`config.mk`:
```
export PLATFORM = sky130hd
export DESIGN_NAME = wmh_spi_power_ctrl
export DESIGN_NICKNAME = d
export VERILOG_FILES = /design/src/hdl/wmh_pkg.sv /design/src/hdl/wmh_spi_power_ctrl.sv
export SDC_FILE = /design/constraint.sdc
export NUM_CORES = 1
export LEC_CHECK = 0
export ABC_CLOCK_PERIOD_IN_PS = 4600
export BUFFER_PORTS_ARGS = -buffer_cell sky130_fd_sc_hd__buf_2
export CORE_UTILIZATION = 55
export CTS_CLUSTER_DIAMETER = 30
export DETAILED_ROUTE_END_ITERATION = 6
export PLACE_DENSITY = 0.81
export SLEW_MARGIN = 20
export SYNTH_ARGS = -nofsm -noshare
export SYNTH_HDL_FRONTEND = slang
export SYNTH_HIERARCHICAL = 1
export SYNTH_SLANG_ARGS = --single-unit
```
`constraint.sdc`:
```
create_clock -name i_clk -period 4.6 [get_ports i_clk]
set_input_delay 0.92 -clock i_clk [delete_from_list [all_inputs] [get_ports i_clk]]
set_output_delay 0.92 -clock i_clk [all_outputs]
set_load 0.02 [all_outputs]
```
`src/hdl/wmh_pkg.sv`:
```
// Package: constants, power states and carriers for the wireless module host port
package wmh_pkg;

  // Core clock rate and boot time after the module reset pin is released
  localparam int unsigned CLK_MHZ      = 250;
  localparam int unsigned BOOT_TIME_MS = 300;
  localparam int unsigned BOOT_CYCLES  = BOOT_TIME_MS * CLK_MHZ * 1000;

  // Serial link and data buffer shape
  localparam int unsigned BYTE_W      = 8;
  localparam int unsigned FIFO_DEPTH  = 32;
  localparam int unsigned BIT_CNT_W   = 3;
  localparam logic [7:0]  IDLE_BYTE   = 8'h00;

  // Reset values of the power-save enable and the alert line
  localparam logic PS_EN_RST  = 1'b0;
  localparam logic ALERT_RST  = 1'b0;

  // Synchroniser lanes
  localparam int unsigned SY_DEEP  = 0;
  localparam int unsigned SY_MRST  = 1;
  localparam int unsigned SY_SUP   = 2;
  localparam int unsigned SY_CS    = 3;
  localparam int unsigned SY_SCK   = 4;
  localparam int unsigned SY_MOSI  = 5;
  localparam int unsigned SY_W     = 6;

  // Power states; standby is reached only by internal transitions
  typedef enum logic [2:0] {
    ST_HIBERNATE,
    ST_RESET,
    ST_BOOT,
    ST_STANDBY,
    ST_SLEEP,
    ST_BEACON,
    ST_RX_ACTIVE,
    ST_TX_ACTIVE
  } wmh_pwr_t;

  // Serial pins as they arrive from the host
  typedef struct packed {
    logic cs_n;
    logic sck;
    logic mosi;
  } wmh_spi_in_t;

  // Status seen by the radio side
  typedef struct packed {
    wmh_pwr_t state;
    logic     core_en;
    logic     ready;
  } wmh_stat_t;

endpackage

```
`src/hdl/wmh_spi_power_ctrl.sv`:
```
// Host serial port, alert line and power-state control of the wireless module
// Operation
// - Deep-off input high keeps core regulators disabled; without valid supply the core sits in reset with core_en high.
// - Hibernate keeps no state; configuration is lost on wake.
// - Power-on reset holds module until supply is valid.
// - Module needs about 300 ms after reset release; host monitors.
// - With power save enabled, sleep once all activity is done.
// - In sleep, wake alone at each beacon to check traffic.
// - Queued traffic is fetched, then host is alerted normally.
// - No queued traffic: return to sleep until next beacon.
// - Active state has receive and transmit substates.
// - Standby is internal only; host cannot select it.
// - Alert line low while data waits for the host.
// - Alert line released once pending data went out.
// - Serial modes 0 and 3 only.
// - First data bit captured on first rising edge after select.
// - Bytes move most significant bit first, both directions.
// - Select falling edge starts a transfer.
// - Select rising edge ends the transfer.
`timescale 1ns/100ps
`default_nettype none

module wmh_fifo #(
  parameter int unsigned W     = 8,
  parameter int unsigned DEPTH = 32
) (
  // Clock and reset
  input  wire  logic         i_clk,
  input  wire  logic         i_rst_n,
  input  wire  logic         i_flush,
  // Fill side
  input  wire  logic         i_in_valid,
  output logic               o_in_ready,
  input  wire  logic [W-1:0] i_in_data,
  // Drain side
  output logic               o_out_valid,
  input  wire  logic         i_out_ready,
  output logic [W-1:0]       o_out_data
);
  localparam int unsigned AW = $clog2(DEPTH);

  logic [W-1:0] mem [DEPTH];
  logic [AW-1:0] wr_ptr_r;
  logic [AW-1:0] rd_ptr_r;
  logic [AW:0]   cnt_r;
  wire           push;
  wire           pop;

  // Full and empty straight from the occupancy count
  assign o_in_ready  = (cnt_r != (AW+1)'(DEPTH)) && !i_flush;
  assign o_out_valid = (cnt_r != '0) && !i_flush;
  assign o_out_data  = mem[rd_ptr_r];
  assign push        = i_in_valid && o_in_ready;
  assign pop         = o_out_valid && i_out_ready;

  // Storage array, no reset needed
  always_ff @(posedge i_clk) begin
    if (push) begin
      mem[wr_ptr_r] <= i_in_data;
    end
  end

  // Pointers; flush drops everything at once
  always_ff @(posedge i_clk) begin
    if (!i_rst_n || i_flush) begin
      wr_ptr_r <= '0;
      rd_ptr_r <= '0;
      cnt_r    <= '0;
    end else begin
      if (push) begin
        wr_ptr_r <= (wr_ptr_r == AW'(DEPTH - 1)) ? '0 : wr_ptr_r + 1'b1;
      end
      if (pop) begin
        rd_ptr_r <= (rd_ptr_r == AW'(DEPTH - 1)) ? '0 : rd_ptr_r + 1'b1;
      end
      cnt_r <= cnt_r + (AW+1)'(push) - (AW+1)'(pop);
    end
  end
endmodule // wmh_fifo

module wmh_spi_power_ctrl #(
  parameter int unsigned BOOT_CYC = wmh_pkg::BOOT_CYCLES,
  parameter int unsigned DEPTH    = wmh_pkg::FIFO_DEPTH
) (
  // Clock and synchronous reset
  input  wire  logic                     i_clk,
  input  wire  logic                     i_rst_n,
  // Power pins from the host and supply monitor
  input  wire  logic                     i_deep_off,
  input  wire  logic                     i_mod_rst_n,
  input  wire  logic                     i_supply_ok,
  // Serial port pins
  input  wire  wmh_pkg::wmh_spi_in_t     i_spi,
  output logic                           o_spi_miso,
  // Open-drain alert line
  output logic                           o_alert_out,
  output logic                           o_alert_oe_n,
  // Configuration from the radio side
  input  wire  logic                     i_cfg_we,
  input  wire  logic                     i_cfg_ps_en,
  // Radio activity
  input  wire  logic                     i_tx_req,
  input  wire  logic                     i_tx_done,
  input  wire  logic                     i_rx_start,
  input  wire  logic                     i_rx_done,
  input  wire  logic                     i_beacon,
  input  wire  logic                     i_beacon_traffic,
  // Received data for the host
  input  wire  logic                     i_rx_valid,
  input  wire  logic [7:0]               i_rx_data,
  output logic                           o_rx_ready,
  // Bytes written by the host
  output logic                           o_host_vld,
  output logic [7:0]                     o_host_byte,
  output logic                           o_xfer_start,
  output logic                           o_xfer_end,
  // Status
  output wmh_pkg::wmh_stat_t             o_stat
);
  import wmh_pkg::*;

  localparam int unsigned CW = $clog2(BOOT_CYC + 1);

  // Two-flop synchronisers plus one edge stage
  logic [SY_W-1:0] sy1_r;
  logic [SY_W-1:0] sy2_r;
  logic            cs_d_r;
  logic            sck_d_r;

  wmh_pwr_t state_r;
  wmh_pwr_t state_nxt;
  logic [CW-1:0] boot_cnt_r;
  logic          ps_en_r;
  logic          alert_r;
  logic [7:0]    tx_sh_r;
  logic [7:0]    rx_sh_r;
  logic [BIT_CNT_W-1:0] bit_cnt_r;
  logic          first_r;
  logic          pend_r;
  logic          host_vld_r;
  logic [7:0]    host_byte_r;
  logic          start_r;
  logic          end_r;

  // Synchronised pin levels
  wire deep_s   = sy2_r[SY_DEEP];
  wire mrst_n_s = sy2_r[SY_MRST];
  wire sup_s    = sy2_r[SY_SUP];
  wire cs_n_s   = sy2_r[SY_CS];
  wire sck_s    = sy2_r[SY_SCK];
  wire mosi_s   = sy2_r[SY_MOSI];

  // Supply monitor folds into the internal reset
  wire por_rst  = !i_rst_n || !sup_s;

  // Serial edges, only meaningful while the port is up
  wire op_st    = (state_r == ST_STANDBY) || (state_r == ST_SLEEP)
               || (state_r == ST_BEACON) || (state_r == ST_RX_ACTIVE)
               || (state_r == ST_TX_ACTIVE);
  wire cs_act   = !cs_n_s && op_st;
  wire cs_fall  = cs_d_r && !cs_n_s && op_st;
  wire cs_rise  = !cs_d_r && cs_n_s && op_st;
  wire sck_rise = cs_act && !cs_fall && sck_s && !sck_d_r;
  wire sck_fall = cs_act && !cs_fall && !sck_s && sck_d_r;
  wire byte_end = sck_rise && (bit_cnt_r == BIT_CNT_W'(7));
  wire ld_next  = sck_fall && !first_r && (bit_cnt_r == '0);

  // Buffer handshake toward the shifter
  wire       fifo_vld;
  wire [7:0] fifo_data;
  // Head is only peeked at load and popped once its eighth bit is out, so the
  // trailing fall of a mode 0 frame cannot swallow a byte
  wire       tx_load  = cs_fall || ld_next;
  wire       fifo_pop = byte_end && pend_r;
  wire       flush    = (state_r == ST_HIBERNATE) || (state_r == ST_RESET);

  // Sleep is allowed only when nothing is pending anywhere
  wire idle_all = !i_tx_req && !i_rx_start && !fifo_vld && !pend_r
               && !cs_act;

  // Boot count expired
  wire boot_done = (boot_cnt_r == CW'(BOOT_CYC));

  // Capture every pin twice before use
  always_ff @(posedge i_clk) begin
    if (!i_rst_n) begin
      sy1_r <= '0;
      sy2_r <= '0;
    end else begin
      sy1_r <= {i_spi.mosi, i_spi.sck, i_spi.cs_n,
                i_supply_ok, i_mod_rst_n, i_deep_off};
      sy2_r <= sy1_r;
    end
  end

  // Power-state sequencing
  always_comb begin
    state_nxt = state_r;
    case (state_r)
      ST_HIBERNATE: begin
        if (!deep_s) begin
          state_nxt = ST_RESET;
        end
      end
      ST_RESET: begin
        if (mrst_n_s) begin
          state_nxt = ST_BOOT;
        end
      end
      ST_BOOT: begin
        if (boot_done) begin
          state_nxt = ST_STANDBY;
        end
      end
      ST_STANDBY: begin
        if (i_tx_req) begin
          state_nxt = ST_TX_ACTIVE;
        end else if (i_rx_start) begin
          state_nxt = ST_RX_ACTIVE;
        end else if (ps_en_r && idle_all) begin
          state_nxt = ST_SLEEP;
        end
      end
      ST_SLEEP: begin
        if (i_tx_req || cs_act) begin
          state_nxt = ST_STANDBY;
        end else if (i_beacon) begin
          state_nxt = ST_BEACON;
        end
      end
      ST_BEACON: begin
        if (i_beacon_traffic) begin
          state_nxt = ST_RX_ACTIVE;
        end else begin
          state_nxt = ST_SLEEP;
        end
      end
      ST_RX_ACTIVE: begin
        if (i_rx_done) begin
          state_nxt = ST_STANDBY;
        end
      end
      ST_TX_ACTIVE: begin
        if (i_tx_done) begin
          state_nxt = ST_STANDBY;
        end
      end
      default: begin
        state_nxt = ST_HIBERNATE;
      end
    endcase
    // Deep-off and module reset override everything
    if (deep_s) begin
      state_nxt = ST_HIBERNATE;
    end else if (!mrst_n_s && state_r != ST_HIBERNATE) begin
      state_nxt = ST_RESET;
    end
  end

  // State register; power-on reset parks the module in reset
  always_ff @(posedge i_clk) begin
    if (por_rst) begin
      state_r <= ST_RESET;
    end else begin
      state_r <= state_nxt;
    end
  end

  // Boot timer runs only while booting
  always_ff @(posedge i_clk) begin
    if (por_rst || state_r != ST_BOOT) begin
      boot_cnt_r <= '0;
    end else if (!boot_done) begin
      boot_cnt_r <= boot_cnt_r + 1'b1;
    end
  end

  // Power-save setting is wiped whenever the core loses state
  always_ff @(posedge i_clk) begin
    if (por_rst || flush) begin
      ps_en_r <= PS_EN_RST;
    end else if (i_cfg_we) begin
      ps_en_r <= i_cfg_ps_en;
    end
  end

  // Edge-detect stage reads only the second flop
  always_ff @(posedge i_clk) begin
    if (por_rst) begin
      cs_d_r  <= 1'b1;
      sck_d_r <= 1'b0;
    end else begin
      cs_d_r  <= cs_n_s;
      sck_d_r <= sck_s;
    end
  end

  // Bit counter; mode 3 opens with a falling edge that must not shift
  always_ff @(posedge i_clk) begin
    if (por_rst || !cs_act) begin
      bit_cnt_r <= '0;
      first_r   <= 1'b1;
    end else if (sck_rise) begin
      bit_cnt_r <= bit_cnt_r + 1'b1;
      first_r   <= 1'b0;
    end
  end

  // Receive shifter, sampled on the rising edge, MSB first
  always_ff @(posedge i_clk) begin
    if (por_rst) begin
      rx_sh_r <= '0;
    end else if (sck_rise) begin
      rx_sh_r <= {rx_sh_r[6:0], mosi_s};
    end
  end

  // Transmit shifter, moves on the falling edge
  always_ff @(posedge i_clk) begin
    if (por_rst || flush) begin
      tx_sh_r <= IDLE_BYTE;
    end else if (cs_fall || ld_next) begin
      tx_sh_r <= fifo_vld ? fifo_data : IDLE_BYTE;
    end else if (sck_fall && !first_r) begin
      tx_sh_r <= {tx_sh_r[6:0], 1'b0};
    end
  end

  // A loaded data byte stays pending until its eighth bit is out or select rises
  always_ff @(posedge i_clk) begin
    if (por_rst || flush) begin
      pend_r <= 1'b0;
    end else if (tx_load && fifo_vld) begin
      pend_r <= 1'b1;
    end else if (byte_end || cs_rise) begin
      pend_r <= 1'b0;
    end
  end

  // Host byte and transfer framing pulses
  always_ff @(posedge i_clk) begin
    if (por_rst) begin
      host_vld_r  <= 1'b0;
      host_byte_r <= '0;
      start_r     <= 1'b0;
      end_r       <= 1'b0;
    end else begin
      host_vld_r  <= byte_end;
      start_r     <= cs_fall;
      end_r       <= cs_rise;
      if (byte_end) begin
        host_byte_r <= {rx_sh_r[6:0], mosi_s};
      end
    end
  end

  // Alert follows waiting data; never raised while booting or past the first cycle off
  always_ff @(posedge i_clk) begin
    if (por_rst) begin
      alert_r <= ALERT_RST;
    end else begin
      alert_r <= op_st && (fifo_vld || pend_r);
    end
  end

  // Fetched radio data waits here for the host; radio stalls when full
  wmh_fifo #(
    .W     (BYTE_W),
    .DEPTH (DEPTH)
  ) u_fifo (
    .i_clk       (i_clk),
    .i_rst_n     (!por_rst),
    .i_flush     (flush),
    .i_in_valid  (i_rx_valid && op_st),
    .o_in_ready  (o_rx_ready),
    .i_in_data   (i_rx_data),
    .o_out_valid (fifo_vld),
    .i_out_ready (fifo_pop),
    .o_out_data  (fifo_data)
  );

  // Output pins and status
  assign o_spi_miso    = tx_sh_r[7];
  assign o_alert_out   = 1'b0;
  assign o_alert_oe_n  = !alert_r;
  assign o_host_vld    = host_vld_r;
  assign o_host_byte   = host_byte_r;
  assign o_xfer_start  = start_r;
  assign o_xfer_end    = end_r;
  assign o_stat.state   = state_r;
  assign o_stat.core_en = (state_r != ST_HIBERNATE);
  assign o_stat.ready   = op_st;

endmodule // wmh_spi_power_ctrl

`default_nettype wire

```
==> results.py <==
metrics = {
    "synth": {
        "ys.flop_type": "edfxtp_1",
        "yosys_warnings": 6,
        "syn_nets": 1045,
        "ys_seq_area_frac": 0.6712,
        "syn-cell-area_um2": 14380,
        "synth_area_leaders": "edfxtp_1 53%, dfxtp_1 14%, mux2i_1 5.5%",
        "yosysTopAreaCell": "edfxtp_1",
        "synth_seq_cells": 354,
        "netlist_instances": 998,
        "synth-edff-count": 256,
        "async_reset_ff_frac": 0,
        "synth_top_area_share": 0.5347,
        "synth.avg_cell_area_um2": 14.41,
        "synth.distinct_cells": 65,
    },
    "detailed_routing": {
        "antenna_left": 0,
        "route.detailed.drc": 0,
        "vias": 8469,
        "first_iter_violations": 610,
        "vias_per_cell": 5.947,
        "first_pass_iters": 5,
        "wire_per_inst_um": 20.35,
        "routed_wl_mm": 28.98,
    },
    "cells_and_area": {
        "layout_common_cells": "256 x edfxtp_1, 96 x dfxtp_1, 85 x nor2_1",
        "layout.nets": 1098,
        "diodes": 0,
        "syn2layout_area_growth_pct": 14.98,
        "drive_gt1_frac": 0.1572,
        "fillers": 1750,
        "final_common_cell": "edfxtp_1",
    },
    "worst_setup_path": {
        "path_buf_inv": 3,
        "cp.arrival_ns": 3.80,
        "crit_family": "compound AO/OA/AOI/OAI gates",
        "critPathKind": "flop to flop",
        "slowest_delay_ns": 0.53,
        "crit_path_start_kind": "flop",
        "cp_max_fo": 14,
        "worst_setup_path_end_kind": "flop",
        "cpMaxStageDelayCell": "dfxtp_1",
        "crit_required_ns": 5.00,
        "cp_cell_sequence": "a21oi_1, nor4_2, buf_4, and3_1, inv_1, a211oi_2, ha_1, inv_1, ha_1, fa_1, a21oi_1, o21bai_1, xnor2_1, nor2_1",
    },
    "power": {
        "comb_power_share": 0.008,
        "vdd_drop_max_v": 0.0002469,
        "p_leak_nw": 5.266,
        "seq_power_share": 0.470,
        "swShare": 0.2118,
        "power_density_nw_per_um2": 440.8,
        "internal-power_mw": 5.743,
        "switching_power_mw": 1.543,
        "clockPowerShare": 0.522,
        "p_total_mw": 7.286,
    },
    "grt": {
        "grt.total_usage": 0.2209,
        "grt_first_pass_wirelength_mm": 44.55,
        "grt_start_max_net_pins": 51,
        "overflow": 0,
        "antenna_found_initial": 0,
        "grt_pass1_vias": 8300,
    },
    "clock_tree": {
        "path_clk_slew_ns": 0.06,
        "cts-root-buf": "clkbuf_16",
        "numClockSinks": 354,
        "cts_tree": "done",
        "ctsHoldBuffers": 0,
        "cts_setup_buffers": 0,
        "clock_path_buffers": 3,
        "cts_resized": 0,
        "insertion_delay_ns": 0.56,
        "ctsHtreeMaxLevel": 2,
        "cts_buffers": 53,
    },
    "floorplan": {
        "die_y_um": 163.7,
        "chipWidth_um": 163.7,
        "row_count": 58,
        "core_um2": 25400,
        "io_pins": 45,
        "die-area_um2": 26790,
        "initial_core_util": 0.5660,
    },
    "job": {
        "maxCapViolations": 0,
    },
    "timing": {
        "finalClockSkew_ns": 0.03711,
        "hold_viol": 0,
        "setup_tns_ns": 0,
        "clock.fmax_mhz": 294.3,
        "fin_crit_ns": 3.398,
        "finalSetupViolations": 0,
        "slew_violations": 0,
        "timing.max_slew.rel_slack": 0.3301,
        "worst_slew_pin_slew_ns": 1.003,
        "min_period_over_period": 0.7387,
        "rsz0062_at_grt": "no",
    },
    "place": {
        "place.detailed.hpwl_mm": 17.26,
        "place_congestion": 0.8353,
        "port_buffers": 43,
    },
    "outcome": {
        "status": "finished, final reports clean",
    },
    "min_path": {
        "min-delay-path-class": "flop to flop",
    },
}
-- synth_stat cells (2+ instances only) --
cell	count
nor4_1	12
o21ai_0	15
a21oi_1	24
nand2_1	45
nand3_1	48
clkbuf_1	24
xor2_1	5
a21o_1	2
dfxtp_1	98
edfxtp_1	256
and3_1	7
a22oi_1	32
buf_1	2
o21ai_1	5
mux2i_1	79
and2_1	18
nor2b_1	4
o21a_1	2
or3b_2	3
nor3b_1	6
nand2b_1	9
or3_1	8
a32o_1	3
a221oi_1	7
mux4_1	14
nor2_1	85
a31oi_1	10
nor3_1	11
ha_1	21
and4_1	4
buf_6	4
mux4_2	18
xnor2_1	20
inv_1	31
buf_2	16
o211ai_1	2
buf_4	3
nand3b_1	4
nand4_1	7
a22o_1	8
and3b_1	2
-- final timing paths --
| path | startpoint | to | slack, ns | cells past startpoint |
|---|---|---|---|---|
| setup / recovery | state_r[0] | u_fifo/cnt_r[4] | 1.20 | 14 |
| setup reg to reg | state_r[0] | u_fifo/cnt_r[4] | 1.20 | 14 |
| hold / removal | sy1_r[5] | sy2_r[5] | 0.43 | 1 |
| hold reg to reg | sy1_r[5] | sy2_r[5] | 0.43 | 1 |
-- power groups by stage --
stage	Sequential [mW]	Clock [mW]	Combinational, mW
2_1_floorplan	3.49	0	0.0114
3_3_place_gp	3.49	0	0.0560
6_report	3.43	3.80	0.0587
4_1_cts	3.43	3.85	0.0600
3_5_place_dp	3.49	0	0.0591
5_1_grt	3.42	4.00	0.0645
-- sequential cells by signal, indices dropped and copies added (netlist names), 3 cells and up, named ones only --
register	cells
u_fifo/mem	256
boot_cnt_r	27
o_host_byte	8
tx_sh_r	8
rx_sh_r	7
sy1_r	6
sy2_r	6
u_fifo/cnt_r	6
u_fifo/rd_ptr_r	5
u_fifo/wr_ptr_r	5
bit_cnt_r	3
state_r	3
-- stage by stage --
stage | worst slack [ns] | utilization | instance area [um^2] | hold WS (ns) | std cells
2_1_floorplan | 1.285 | - | 14380 | 0.4118 | 998
3_3_place_gp | 1.300 | 0.5825 | 14790 | 0.4196 | 1326
3_5_place_dp | 1.233 | 0.5825 | 14790 | 0.4199 | 1326
4_1_cts | 1.221 | 0.6508 | 16530 | 0.4270 | 1424
5_1_grt | 0.9583 | 0.6508 | 16530 | 0.4292 | 1424
6_report | 1.202 | 0.6508 | 16530 | 0.4286 | 1424
-- metal layers --
layer  up-vias  global-route usage  share of wire
li1       3925                   -              -
met1      4164              0.2889           0.41
met2       313              0.3629           0.49
met3        67             0.04317          0.062
met4         0             0.09049          0.031
met5         -                   0              0
-- cells by family (layout without fill, tap and decap cells) --
logic type | Yosys count | after routing | synth area share
buf+inv | 81 | 177 | 0.02655
other cells | 1 | 1 | 0.0002608
mux | 111 | 111 | 0.1088
flops | 354 | 354 | 0.6712
fa+ha+maj | 22 | 22 | 0.01967
xor+xnor | 25 | 25 | 0.01523
simple gates | 281 | 281 | 0.09869
compound gates | 123 | 123 | 0.05962
-- area by class of cell --
type / instances / area (um^2) / share of cell area
clock buffer: 61 / 1408 / 0.08516
clock inverter: 37 / 327.8 / 0.01983
inverter: 31 / 116.4 / 0.007040
multi-input combinational: 563 / 4345 / 0.2629
sequential: 354 / 9654 / 0.5841
tap: 330 / 412.9 / 0.02498
timing repair buffer: 48 / 265.3 / 0.01605
Power figures use the tool's default switching activity.
